===== config.mk =====
export PLATFORM = sky130hd
export DESIGN_NAME = vectored_interrupt_unit
export DESIGN_NICKNAME = d
export VERILOG_FILES = /design/src/verilog/vint_pkg.sv /design/src/verilog/vectored_interrupt_unit.sv
export SDC_FILE = /design/constraint.sdc
export NUM_CORES = 1
export LEC_CHECK = 0
export BUFFER_PORTS_ARGS = -buffer_cell sky130_fd_sc_hd__clkbuf_2
export CORE_MARGIN = 10
export CORE_UTILIZATION = 50
export CTS_CLUSTER_SIZE = 20
export DETAILED_ROUTE_END_ITERATION = 6
export MAX_ROUTING_LAYER = met4
export PLACE_DENSITY = 0.69
export SETUP_SLACK_MARGIN = 0.2
export SLEW_MARGIN = 20
export SYNTH_ARGS = -nofsm -noshare
export SYNTH_HDL_FRONTEND = slang
export SYNTH_SLANG_ARGS = --single-unit

===== constraint.sdc =====
create_clock -name sys_clk_i -period 5.1 [get_ports sys_clk_i]
set_clock_uncertainty 0.1 [all_clocks]
set_input_delay 1.275 -clock sys_clk_i [delete_from_list [all_inputs] [get_ports sys_clk_i]]
set_output_delay 1.275 -clock sys_clk_i [all_outputs]
set_load 0.1 [all_outputs]

===== src/verilog/vint_pkg.sv =====
/*
 * Constants for the vectored interrupt unit: register map, field layout,
 * source indices, vector addresses and timing counts.
 * Assumes an 8-bit register port and a 16-bit program counter in the core.
 */
package vint_pkg;
	// ==========================================================
	// Register map (plain port, 4-bit address)
	localparam logic [3:0] ADDR_REQ1   = 4'h0; // Request bits 7..0
	localparam logic [3:0] ADDR_REQ2   = 4'h1; // Request bits 11..8
	localparam logic [3:0] ADDR_CTL1   = 4'h2; // Enable bits 7..0
	localparam logic [3:0] ADDR_CTL2   = 4'h3; // Enable bits 11..8
	localparam logic [3:0] ADDR_POL    = 4'h4; // Edge polarity, 4 pins
	localparam logic [3:0] ADDR_STAT   = 4'h5; // Sticky event status
	localparam logic [3:0] ADDR_MASK   = 4'h6; // Event interrupt mask
	localparam logic [3:0] ADDR_ACTIVE = 4'h7; // Busy and last source

	// ==========================================================
	// Reset values
	localparam logic [7:0] RST_BYTE = 8'h00;

	// ==========================================================
	// Source indices in priority order, 0 is highest after reset
	localparam int N_MASKABLE = 12;
	localparam int N_SOURCES  = 14;
	localparam logic [3:0] SRC_CRT    = 4'h0;
	localparam logic [3:0] SRC_EXT2   = 4'h1;
	localparam logic [3:0] SRC_EXT1   = 4'h2;
	localparam logic [3:0] SRC_TMR4   = 4'h3;
	localparam logic [3:0] SRC_PERIOD = 4'h4;
	localparam logic [3:0] SRC_VSYNC  = 4'h5;
	localparam logic [3:0] SRC_TMR3   = 4'h6;
	localparam logic [3:0] SRC_TMR2   = 4'h7;
	localparam logic [3:0] SRC_TMR1   = 4'h8;
	localparam logic [3:0] SRC_SERIAL = 4'h9;
	localparam logic [3:0] SRC_I2C    = 4'ha;
	localparam logic [3:0] SRC_EXT3   = 4'hb;
	localparam logic [3:0] SRC_BREAK  = 4'hc;
	localparam logic [3:0] SRC_RESET  = 4'hd;

	// ==========================================================
	// Low byte address of each vector, indexed by source
	localparam logic [15:0] VEC_LO [0:N_SOURCES-1] = '{
		16'hfffc, 16'hfffa, 16'hfff8, 16'hfff4, 16'hfff2, 16'hfff0, 16'hffee,
		16'hffec, 16'hffea, 16'hffe8, 16'hffe6, 16'hffe4, 16'hffde, 16'hfffe
	};

	// ==========================================================
	// Status bit positions
	localparam int STAT_ACCEPT = 0; // Any maskable source accepted
	localparam int STAT_BREAK  = 1; // Break instruction served
	localparam int STAT_RESET  = 2; // Reset vector loaded

	// ==========================================================
	// Timing: periodic source, in oscillator periods
	localparam int PERIOD_OSC = 4096;
endpackage : vint_pkg


===== src/verilog/vectored_interrupt_unit.sv =====
/*
 * Vectored interrupt unit: request and enable bits, edge detection on the
 * external request pins, a periodic source, priority selection and the
 * acceptance sequence that stacks PC and status and loads the vector.
 * Assumes the core offers an instruction boundary pulse, stalls while
 * busy_o is high, and returns vector bytes one cycle after vec_rd_o.
 * The system clock stands in for the oscillator clock.
 */
// The register addresses and strobed register access were chosen for this implementation.
`timescale 1ns/1ns

// Function
// Fourteen sources: four pins, eight internal, break, reset
// Own vector per source, fixed priority ranking
// Acceptance pushes PC and status automatically
// Acceptance sets disable flag, clears request
// Then load PC from source vector
// Request and enable bit per maskable source
// Accept when enabled, requested, flag clear
// Software clears request bits, cannot set them
// Software writes enable bits freely
// Reset non-maskable, always highest priority
// Break lowest priority, ignores disable flag
// Pin edge sets request; polarity selects edge
// Timer overflow raises its request
// Periodic request every 4096 oscillator periods
// Highest pending first, only at boundaries
// Request stays set until accepted or cleared
module vectored_interrupt_unit import vint_pkg::*; #(
	parameter int PERIOD_DIV = PERIOD_OSC  // Periodic source divide ratio
) (
	input  wire logic        sys_clk_i,    // System clock
	input  wire logic        rst_n_i,      // Asynchronous reset, active low
	// Register port
	input  wire logic [3:0]  reg_addr_i,   // Register address
	input  wire logic [7:0]  reg_wdata_i,  // Write data
	input  wire logic        reg_we_i,     // Write strobe
	input  wire logic        reg_re_i,     // Read strobe
	output logic      [7:0]  reg_rdata_o,  // Read data, cycle after strobe
	output logic             irq_o,        // Unmasked status event level
	// Event sources
	input  wire logic [3:0]  ext_pin_i,    // Pins: one, two, three, vsync
	input  wire logic [3:0]  timer_ovf_i,  // Timer 1..4 overflow pulses
	input  wire logic        crt_done_i,   // Display block done pulse
	input  wire logic        serial_done_i, // Serial transfer pulse
	input  wire logic        i2c_event_i,  // Bus interface pulse
	// Core side
	input  wire logic        boundary_i,   // Instruction boundary pulse
	input  wire logic        break_instruction_i, // Break executes
	input  wire logic        iflag_i,      // Global disable flag
	input  wire logic [15:0] pc_i,         // Return address
	input  wire logic [7:0]  ps_i,         // Processor status
	output logic             busy_o,       // Sequence running, core stalls
	output logic             set_iflag_o,  // Pulse: set disable flag
	output logic             stack_push_o, // Pulse: push stack_data_o
	output logic      [7:0]  stack_data_o, // Byte to push
	output logic             vec_rd_o,     // Pulse: read vector byte
	output logic      [15:0] vec_addr_o,   // Vector byte address
	input  wire logic [7:0]  vec_data_i,   // Vector byte, next cycle
	output logic             pc_load_o,    // Pulse: load pc_value_o
	output logic      [15:0] pc_value_o    // New program counter
);

	// ==========================================================
	// Elaboration checks
	if (PERIOD_DIV < 2 || PERIOD_DIV > 65536) begin : g_chk
		$error("PERIOD_DIV out of range");
	end

	// ==========================================================
	// Types and declarations
	typedef enum logic [2:0] {
		ST_IDLE, ST_PUSH_PCH, ST_PUSH_PCL, ST_PUSH_PS,
		ST_VEC_LO, ST_VEC_HI, ST_LOAD
	} seq_e;
	seq_e                  state_reg;     // Acceptance sequencer
	logic [N_MASKABLE-1:0] req_reg;       // Request bits
	logic [N_MASKABLE-1:0] req_next;      // Next request bits
	logic [N_MASKABLE-1:0] ena_reg;       // Enable bits
	logic [3:0]            pol_reg;       // Edge polarity, 1 = falling
	logic [3:0]            pin_prev_reg;  // Pin level one cycle ago
	logic [3:0]            pin_edge;      // Selected edge seen
	logic [15:0]           div_reg;       // Periodic divider
	logic                  period_tick;   // Periodic event
	logic                  reset_pend_reg; // Reset vector owed
	logic                  break_pend_reg; // Break request held
	logic [N_MASKABLE-1:0] req_set;       // Hardware set terms
	logic [N_MASKABLE-1:0] req_clr;       // Software and accept clears
	logic [N_MASKABLE-1:0] eligible;      // Acceptable maskable sources
	logic                  accept;        // Start a sequence
	logic [3:0]            sel_src;       // Winning source
	logic [3:0]            cur_src_reg;   // Source being served
	logic [15:0]           pc_save_reg;   // Captured return address
	logic [7:0]            ps_save_reg;   // Captured status
	logic [7:0]            vec_lo_reg;    // Fetched low vector byte
	logic [7:0]            stat_reg;      // Sticky event status
	logic [7:0]            mask_reg;      // Event mask
	logic [7:0]            stack_data_reg; // Push data flop
	logic [15:0]           pc_value_reg;  // Load value flop
	logic                  pc_load_reg;   // Load pulse flop
	logic [7:0]            rdata_reg;     // Read data flop
	logic                  wr_stat;       // Write to status

	// ==========================================================
	// Helpers
	// Lowest set index wins, which is the highest priority
	function automatic logic [3:0] pick(input logic [N_MASKABLE-1:0] v);
		logic [3:0] r = 4'h0;
		for (int i = N_MASKABLE - 1; i >= 0; i--) begin
			if (v[i]) begin
				r = 4'(i);
			end
		end
		return r;
	endfunction : pick
	// Byte of a bit vector, padded with zeros above
	function automatic logic [7:0] byte_of(input logic [N_MASKABLE-1:0] v, input logic hi);
		logic [15:0] w;
		w = 16'(v);
		return hi ? w[15:8] : w[7:0];
	endfunction : byte_of

	// ==========================================================
	// External pin edge detection
	always_ff @(posedge sys_clk_i or negedge rst_n_i) begin
		if (!rst_n_i) begin
			pin_prev_reg <= 4'h0;
		end else begin
			pin_prev_reg <= ext_pin_i;
		end
	end
	// Rising edge when polarity 0, falling when 1
	always_comb begin
		for (int i = 0; i < 4; i++) begin
			pin_edge[i] = pol_reg[i] ? (pin_prev_reg[i] & ~ext_pin_i[i]) : (~pin_prev_reg[i] & ext_pin_i[i]);
		end
	end

	// ==========================================================
	// Periodic divider
	always_ff @(posedge sys_clk_i or negedge rst_n_i) begin
		if (!rst_n_i) begin
			div_reg <= 16'h0000;
		end else if (period_tick) begin
			div_reg <= 16'h0000;
		end else begin
			div_reg <= div_reg + 16'h0001;
		end
	end
	assign period_tick = (div_reg == 16'(PERIOD_DIV - 1));

	// ==========================================================
	// Request set and clear terms
	always_comb begin
		req_set             = '0;
		req_set[SRC_CRT]    = crt_done_i;
		req_set[SRC_EXT1]   = pin_edge[0];
		req_set[SRC_EXT2]   = pin_edge[1];
		req_set[SRC_EXT3]   = pin_edge[2];
		req_set[SRC_VSYNC]  = pin_edge[3];
		req_set[SRC_TMR1]   = timer_ovf_i[0];
		req_set[SRC_TMR2]   = timer_ovf_i[1];
		req_set[SRC_TMR3]   = timer_ovf_i[2];
		req_set[SRC_TMR4]   = timer_ovf_i[3];
		req_set[SRC_PERIOD] = period_tick;
		req_set[SRC_SERIAL] = serial_done_i;
		req_set[SRC_I2C]    = i2c_event_i;
		req_clr = '0;
		// Writing 0 clears, writing 1 leaves the bit alone
		if (reg_we_i && reg_addr_i == ADDR_REQ1) begin
			req_clr[7:0] = ~reg_wdata_i;
		end
		if (reg_we_i && reg_addr_i == ADDR_REQ2) begin
			req_clr[N_MASKABLE-1:8] = ~reg_wdata_i[N_MASKABLE-9:0];
		end
		// Accepted source loses its request
		if (accept && sel_src < SRC_BREAK) begin
			req_clr[sel_src] = 1'b1;
		end
		// New event wins over any clear in the same cycle
		req_next = (req_reg & ~req_clr) | req_set;
	end

	// Request bits
	always_ff @(posedge sys_clk_i or negedge rst_n_i) begin
		if (!rst_n_i) begin
			req_reg <= '0;
		end else begin
			req_reg <= req_next;
		end
	end

	// ==========================================================
	// Enable bits and polarity
	always_ff @(posedge sys_clk_i or negedge rst_n_i) begin
		if (!rst_n_i) begin
			ena_reg <= '0;
			pol_reg <= 4'h0;
		end else if (reg_we_i) begin
			unique case (reg_addr_i)
				ADDR_CTL1: ena_reg[7:0] <= reg_wdata_i;
				ADDR_CTL2: ena_reg[N_MASKABLE-1:8] <= reg_wdata_i[N_MASKABLE-9:0];
				ADDR_POL:  pol_reg <= reg_wdata_i[3:0];
				default: ;
			endcase
		end
	end

	// ==========================================================
	// Pending reset and break
	always_ff @(posedge sys_clk_i or negedge rst_n_i) begin
		if (!rst_n_i) begin
			reset_pend_reg <= 1'b1;
			break_pend_reg <= 1'b0;
		end else begin
			if (accept && sel_src == SRC_RESET) begin
				reset_pend_reg <= 1'b0;
			end
			if (break_instruction_i) begin
				break_pend_reg <= 1'b1;
			end else if (accept && sel_src == SRC_BREAK) begin
				break_pend_reg <= 1'b0;
			end
		end
	end

	// ==========================================================
	// Priority selection
	assign eligible = iflag_i ? '0 : (req_reg & ena_reg);
	assign accept = (state_reg == ST_IDLE) && !pc_load_reg && boundary_i
		&& (reset_pend_reg || (|eligible) || break_pend_reg);
	always_comb begin
		if (reset_pend_reg) begin
			sel_src = SRC_RESET;
		end else if (|eligible) begin
			sel_src = pick(eligible);
		end else begin
			sel_src = SRC_BREAK;
		end
	end

	// ==========================================================
	// Acceptance sequencer
	always_ff @(posedge sys_clk_i or negedge rst_n_i) begin
		if (!rst_n_i) begin
			state_reg <= ST_IDLE;
		end else begin
			unique case (state_reg)
				ST_IDLE: begin
					if (accept) begin
						state_reg <= (sel_src == SRC_RESET) ? ST_VEC_LO : ST_PUSH_PCH; // Reset skips pushes
					end
				end
				ST_PUSH_PCH: state_reg <= ST_PUSH_PCL;
				ST_PUSH_PCL: state_reg <= ST_PUSH_PS;
				ST_PUSH_PS:  state_reg <= ST_VEC_LO;
				ST_VEC_LO:   state_reg <= ST_VEC_HI;
				ST_VEC_HI:   state_reg <= ST_LOAD;
				ST_LOAD:     state_reg <= ST_IDLE;
			endcase
		end
	end

	// ==========================================================
	// Captured context and source
	always_ff @(posedge sys_clk_i or negedge rst_n_i) begin
		if (!rst_n_i) begin
			cur_src_reg <= 4'h0;
			pc_save_reg <= 16'h0000;
			ps_save_reg <= 8'h00;
		end else if (accept) begin
			cur_src_reg <= sel_src;
			pc_save_reg <= pc_i;
			ps_save_reg <= ps_i;
		end
	end

	// ==========================================================
	// Stack data flop, loaded for each push cycle
	always_ff @(posedge sys_clk_i or negedge rst_n_i) begin
		if (!rst_n_i) begin
			stack_data_reg <= 8'h00;
		end else if (accept) begin
			stack_data_reg <= pc_i[15:8];
		end else if (state_reg == ST_PUSH_PCH) begin
			stack_data_reg <= pc_save_reg[7:0];
		end else if (state_reg == ST_PUSH_PCL) begin
			stack_data_reg <= ps_save_reg;
		end
	end

	// ==========================================================
	// Vector fetch and program counter load
	always_ff @(posedge sys_clk_i or negedge rst_n_i) begin
		if (!rst_n_i) begin
			vec_lo_reg   <= 8'h00;
			pc_value_reg <= 16'h0000;
			pc_load_reg  <= 1'b0;
		end else begin
			pc_load_reg <= (state_reg == ST_LOAD);
			if (state_reg == ST_VEC_HI) begin
				vec_lo_reg <= vec_data_i;
			end
			if (state_reg == ST_LOAD) begin
				pc_value_reg <= {vec_data_i, vec_lo_reg};
			end
		end
	end

	// ==========================================================
	// Core side outputs
	assign busy_o       = (state_reg != ST_IDLE) || pc_load_reg;
	assign set_iflag_o  = accept;
	assign stack_push_o = (state_reg == ST_PUSH_PCH) || (state_reg == ST_PUSH_PCL)
		|| (state_reg == ST_PUSH_PS);
	assign stack_data_o = stack_data_reg;
	assign vec_rd_o     = (state_reg == ST_VEC_LO) || (state_reg == ST_VEC_HI);
	// Low byte first, then the byte above it
	assign vec_addr_o   = VEC_LO[cur_src_reg] | {15'h0000, state_reg == ST_VEC_HI};
	assign pc_load_o    = pc_load_reg;
	assign pc_value_o   = pc_value_reg;

	// ==========================================================
	// Event status and mask, write one to clear, set wins
	assign wr_stat = reg_we_i && reg_addr_i == ADDR_STAT;
	always_ff @(posedge sys_clk_i or negedge rst_n_i) begin
		if (!rst_n_i) begin
			stat_reg <= RST_BYTE;
			mask_reg <= RST_BYTE;
		end else begin
			for (int i = 0; i < 8; i++) begin
				if ((accept && sel_src < SRC_BREAK && i == STAT_ACCEPT)
					|| (accept && sel_src == SRC_BREAK && i == STAT_BREAK)
					|| (pc_load_reg && cur_src_reg == SRC_RESET && i == STAT_RESET)) begin
					stat_reg[i] <= 1'b1;
				end else if (wr_stat && reg_wdata_i[i]) begin
					stat_reg[i] <= 1'b0;
				end
			end
			if (reg_we_i && reg_addr_i == ADDR_MASK) begin
				mask_reg <= reg_wdata_i;
			end
		end
	end
	assign irq_o = |(stat_reg & mask_reg);

	// ==========================================================
	// Register read, data one cycle after the strobe
	always_ff @(posedge sys_clk_i or negedge rst_n_i) begin
		if (!rst_n_i) begin
			rdata_reg <= 8'h00;
		end else if (reg_re_i) begin
			unique case (reg_addr_i)
				ADDR_REQ1:   rdata_reg <= byte_of(req_reg, 1'b0);
				ADDR_REQ2:   rdata_reg <= byte_of(req_reg, 1'b1);
				ADDR_CTL1:   rdata_reg <= byte_of(ena_reg, 1'b0);
				ADDR_CTL2:   rdata_reg <= byte_of(ena_reg, 1'b1);
				ADDR_POL:    rdata_reg <= {4'h0, pol_reg};
				ADDR_STAT:   rdata_reg <= stat_reg;
				ADDR_MASK:   rdata_reg <= mask_reg;
				ADDR_ACTIVE: rdata_reg <= {3'h0, busy_o, cur_src_reg};
				default:     rdata_reg <= 8'h00; // Unmapped reads zero
			endcase
		end else begin
			rdata_reg <= 8'h00;
		end
	end
	assign reg_rdata_o = rdata_reg;
endmodule : vectored_interrupt_unit


==> results.tsv, run 1 <==
metric	value	unit
outcome	finished, final reports clean	
worstPathRequired	3.72	ns
wirelength	15600	um
multiInputGateArea	0.00282	sq mm
boundaryPins	116	
synth-seq-cells	125	
relSlewSlack	33.2	%
hpwl	11300	um
port_buffers	105	
antenna_found_initial	1	
ir_drop	0.000529	V
cp-end-kind	output port	
track_usage	19.4	%
worstSetupStartpointType	register	
cp_max_fo	33	
post-cts-setup-buffer-count	0	
place.gp.congestion	0.873	
clk_latency	0.43	ns
setup_violations	0	
dp_cells	839	
use_met3	6.41	%
cts_hold_buffers	0	
synth.largest_area_cell	dfrtp_1	
mappedNetlistArea	0.00616	sq mm
drc_errors	0	
tns	0	ns
seq_area_frac_synth	50.8	%
r2r-start	state_reg[0]	
top_usage_layer	met2	
syn_inst	591	
synthArstFlopShare	100	%
synth_mux_area_share	11.3	%
clock_power_share	22.5	%
synth_xor_area_share	1.85	%
fmax	253	MHz
synth_cell_types	62	
cts_buffer_depth	2	
drv_cap	0	
die_x	131	um
powerDensity	684	mW/mm^2
grt_pass1_wl	25200	um
worstPathArrival	2.58	ns
dieArea	0.0172	sq mm
syn-mean-instance-area	10.4	sq um
chipHeight	131	um
ff2ff_path_depth	4	
hp-start	vec_lo_reg[1]	
clock-sinks	125	
layout-drive-gt1-share	29.6	%
cts_tree	yes	
cp_slowest_cell	dfrtp_1	
crit_type	register to output port	
htreeDepth	4	
switching_share	49.1	%
worstMarginPinSlew	1.00	ns
synth_compound_area_share	14.5	%
core	0.0121	sq mm
ys.flop_type	dfrtp_1	
fin_nets	755	
cp-endpoint	set_iflag_o	
rsz0062_at_grt	false	
root_buffer	clkbuf_16	
vias_per_cell	5.59	
synth_top_area_share	50.4	%
synth_edf_count	0	
crit_path_max_incr_delay	0.75	ns
cts_buffers	17	
fin_crit_sh	77.6	%
wl_per_cell	17.8	um
fillers	1032	
use_met1	22.3	%
period_needed	3.96	ns
start_util	51.1	%
seqCellArea	0.00313	sq mm
synthAdderAreaFrac	0.609	%
synth_warnings	0	
critPathLaunch	state_reg[0]	
area_growth_syn_to_layout	18.8	%
synth_top_family_by_area	simple AND/OR/NAND/NOR gates	
internal_power	2.55	mW
r2r_slack	2.35	ns
r2r-end	pc_value_o[3]	
grt_overflow	0	
path_clk_slew	0.06	ns
synth_simple_gate_area_share	16.9	%
hold_path.class	register to register	
pwr-share-seq	32.4	%
dr.pass1.iters	6	
dr.first_iter.drc_count	409	
grt_pass1_vias	5121	
hold_viol	0	
synth.area.top_cells	dfrtp_1 50%, mux2_2 9.9%, nand2_1 5.4%	
cts-resized-gates	0	
fin_cells	872	
vias	4872	
p_leak	3.35	nW
row_count	40	
drv_slew	0	
ant_nets	0	
grt_use_met2	31.2	%
p_comb_share	45.1	%
grt_max_degree	86	
power.switching	2.46	mW
path_cells	nor4_4 > and2_1 > o41ai_4 > inv_2 > clkbuf_2	
## per-layer routing
layer | up-vias | wire (um)
met3 | 23 | 1140
met4 | 0 | 246
met2 | 175 | 7660
li1 | 2291 | -
met1 | 2383 | 6500
met5 | - | 0
## cell families (layout without fill, tap and decap cells)
family | count (synthesis) | count (layout)
buffers and inverters | 49 | 152
AO/OA/AOI/OAI | 127 | 127
adder cells (fa/ha/maj) | 3 | 3
multiplexers | 60 | 60
XOR/XNOR | 13 | 13
AND/OR/NAND/NOR | 213 | 213
other | 1 | 11
flip-flops | 125 | 125
## critical path: cells and delay by family, from the launching register on
| family | cells | cell delay, ns |
|---|---|---|
| simple gates | 2 | 0.71 |
| flops | 1 | 0.75 |
| compound gates | 1 | 0.11 |
| buf+inv | 2 | 0.57 |
## layout by cell type, fill, tap and decap left out, drive strengths merged, types with 4 or more instances in the layout
cell,instances
nor2,41
xor2,7
nor3b,5
inv,12
buf,4
nand2b,9
dfrtp,124
clkbuf,122
mux2,54
a31oi,12
clkinv,10
xnor2,6
conb,10
o21ai,23
nor4,8
a21oi,33
nand2,89
nand3,13
a21o,4
nor2b,12
nand3b,10
o21bai,5
mux2i,4
nor3,5
and2,4
a22o,10
a22oi,11
## worst min-delay path by stage
stage | slack, ns | end | cells after the start
2_1_floorplan | 0.33 | pc_value_o[0] | 2
3_3_place_gp | 0.34 | pc_value_o[2] | 2
3_5_place_dp | 0.36 | pc_value_o[4] | 2
4_1_cts | 0.37 | pc_value_o[1] | 2
5_1_grt | 0.39 | pc_value_o[5] | 2
6_report | 0.36 | pc_value_o[1] | 2
## Yosys cell counts (all sizes together), types with 3 or more instances
library cell,n
ha,3
nor3b,5
and3,3
mux2i,4
nand2,89
a221oi,3
nor4,8
clkbuf,16
a221o,3
or2,3
a32oi,3
nand3b,10
o21a,3
nand2b,9
mux2,54
nor2b,12
nand4,3
a22oi,11
a22o,10
o21ai,23
o211ai,3
a32o,3
nor3,5
xnor2,6
o21bai,5
xor2,7
nand3,13
a21oi,33
nor2,41
and2,4
buf,21
dfrtp,124
a211oi,3
a31oi,12
inv,11
a21o,4
## metrics by stage
step	area (sq um)	utilization [%]	setup slack, ns	power (mW)	hold WS [ns]
global route	7320	60.7	0.961	5.27	0.386
global placement	6750	56.0	1.24	3.83	0.344
CTS	7310	60.6	1.12	5.04	0.372
finish	7320	60.7	1.14	5.00	0.364
detailed placement	6750	56.0	1.18	3.89	0.360
floorplan	6190	-	0.571	3.46	0.333
## final cells by class
cell class              instances  area share (%)
clock inverters                14            1.66
multi-input cells             426            38.5
repair buffers                108            7.57
clock buffers                  18            6.00
inverters                      12           0.615
flip-flops and latches        125            42.8
diodes                          1          0.0342
well taps                     168            2.87
## power groups by stage
| stage | clock [mW] | combinational (mW) | sequential (mW) |
|---|---|---|---|
| final | 1.13 | 2.26 | 1.62 |
| after global routing | 1.20 | 2.40 | 1.67 |
| after CTS | 1.15 | 2.27 | 1.62 |
| after detailed placement | 0 | 2.26 | 1.63 |
| after global placement | 0 | 2.22 | 1.61 |
| after floorplan | 0 | 1.26 | 2.21 |
Note: power is estimated with default switching activity, not from simulation.
==> inputs of run 2 (changes only) <==
clock period = 4.05 ns   (was 5.1 ns; I/O delays follow)
==> results.tsv, run 2 (synthesis gave the netlist of run 1 again) <==
metric	value	unit	change
clk_latency	0.42	ns	about the same
final_common_cell	dfrtp_1		
p_total	6.39	mW	+28%
cts_buffer_depth	2		unchanged
hpwl	11200	um	-0.87%
fillers	1015		-1.6%
cp-end-kind	output port		
r2r-end	pc_value_o[11]		
grt_pass1_vias	4990		-2.6%
hold_viol	0		unchanged
cts_hold_buffers	0		unchanged
multiInputGateArea	0.00282	sq mm	about the same
setup_violations	0		unchanged
ant_nets	0		unchanged
tns	0	ns	unchanged
fin_nets	758		+0.40%
pre_cts_slack	0.657	ns	-0.528 ns
setup_slack	0.548	ns	-0.592 ns
cp_slowest_cell	dfrtp_1		
critPathLaunch	state_reg[2]		
drv_slew	0		unchanged
outcome	finished, final reports clean		
dp_cells	842		+0.36%
fmax	286	MHz	
boundaryPins	116		unchanged
p_leak	3.39	nW	+1.0%
path_clk_slew	0.06	ns	about the same
relSlewSlack	47.3	%	+14 points
cts-resized-gates	0		unchanged
wirelength	15300	um	-1.9%
grt_max_degree	64		-26%
root_buffer	clkbuf_16		
cp_max_fo	24		-27%
worstPathArrival	2.39	ns	-0.19 ns
dr.first_iter.drc_count	356		-13%
antenna_found_initial	0		-1
vias_per_cell	5.46		-2.2%
worstSetupStartpointType	register		
path_buf_inv	2		unchanged
ff2ff_path_depth	4		unchanged
cts_tree	yes		
track_usage	19.1	%	-0.35 points
powerDensity	867	mW/mm^2	+27%
drv_cap	0		unchanged
vias	4776		-2.0%
row_count	40		unchanged
hold_path.class	register to register		
r2r_slack	1.60	ns	-0.75 ns
layout-drive-gt1-share	29.9	%	+0.30 points
drc_errors	0		unchanged
htreeDepth	4		unchanged
dr.pass1.iters	5		-1
dieArea	0.0172	sq mm	unchanged
path_delay_family	flip-flops		
worstPathRequired	2.94	ns	-0.78 ns
chipHeight	131	um	unchanged
crit_type	register to output port		
antennaDiodeCount	0		-1
start_util	51.1	%	unchanged
crit_path_max_incr_delay	0.81	ns	+0.06 ns
crit_cells	4		-1
grt_overflow	0		unchanged
post-cts-setup-buffer-count	0		unchanged
seqCellArea	0.00313	sq mm	unchanged
period_needed	3.50	ns	
wl_per_cell	17.5	um	-2.2%
rsz0062_at_grt	false		
cp-endpoint	vec_addr_o[0]		
worstMarginPinSlew	0.791	ns	-0.211 ns
r2r-start	state_reg[2]		
core	0.0121	sq mm	unchanged
die_x	131	um	unchanged
area_growth_syn_to_layout	19.7	%	
place.gp.congestion	0.873		about the same
port_buffers	105		unchanged
clock-sinks	125		unchanged
fin_cells	874		+0.23%
fin_crit_sh	86.5	%	
cts_buffers	17		unchanged
grt_pass1_wl	24900	um	-1.0%
ir_drop	0.000786	V	+49%
final_cell_mix	124 x dfrtp_1, 104 x clkbuf_2, 89 x nand2_1		
path_cells	nor2b_2 > nand2_1 > inv_1 > clkbuf_2		
[run 2: area by class of cell]
cell class / count / share of cell area, %
clock buffers: 22 / 6.57
clock inverters: 10 / 1.53
inverters: 12 / 0.611
multi-input cells: 426 / 38.2
flip-flops and latches: 125 / 42.4
well taps: 168 / 2.85
repair buffers: 111 / 7.77
[run 2: per-layer routing]
metal  track usage, %  routed length [um]  vias to the layer above
met2             30.1                7470                      128
li1                 -                   -                     2308
met4             6.15                 154                        0
met1             22.9                6640                     2325
met3             6.04                 990                       15
met5                -                   0                        -
[run 2: how the worst min path moves through the flow]
stage | startpoint | endpoint | slack, ns | cells after the start
CTS | vec_lo_reg[6] | pc_value_o[6] | 0.37 | 2
finish | vec_lo_reg[2] | pc_value_o[2] | 0.37 | 2
global placement | vec_lo_reg[1] | pc_value_o[1] | 0.34 | 2
global route | vec_lo_reg[2] | pc_value_o[2] | 0.39 | 2
floorplan | vec_lo_reg[0] | pc_value_o[0] | 0.33 | 2
detailed placement | vec_lo_reg[3] | pc_value_o[3] | 0.36 | 2
[run 2: worst reg2reg max path, stage by stage (launching register included)]
cell and delay (ns):
dfrtp_1 0.65, nand3b_1 0.68, clkinv_1 0.63, nand2_1 0.21, nand2_1 0.07
[run 2: per-stage QoR]
| stage | hold slack [ns] | cell area (sq um) | util, % |
|---|---|---|---|
| 2_1_floorplan | 0.333 | 6200 | - |
| 3_3_place_gp | 0.343 | 6780 | 56.2 |
| 3_5_place_dp | 0.358 | 6780 | 56.2 |
| 4_1_cts | 0.370 | 7370 | 61.1 |
| 5_1_grt | 0.389 | 7370 | 61.1 |
| 6_report | 0.366 | 7370 | 61.1 |
[run 2: report_power, final]
group	internal (mW)	switching, mW
clock	0.967	0.547
sequential	1.63	0.336
combinational	0.737	2.17
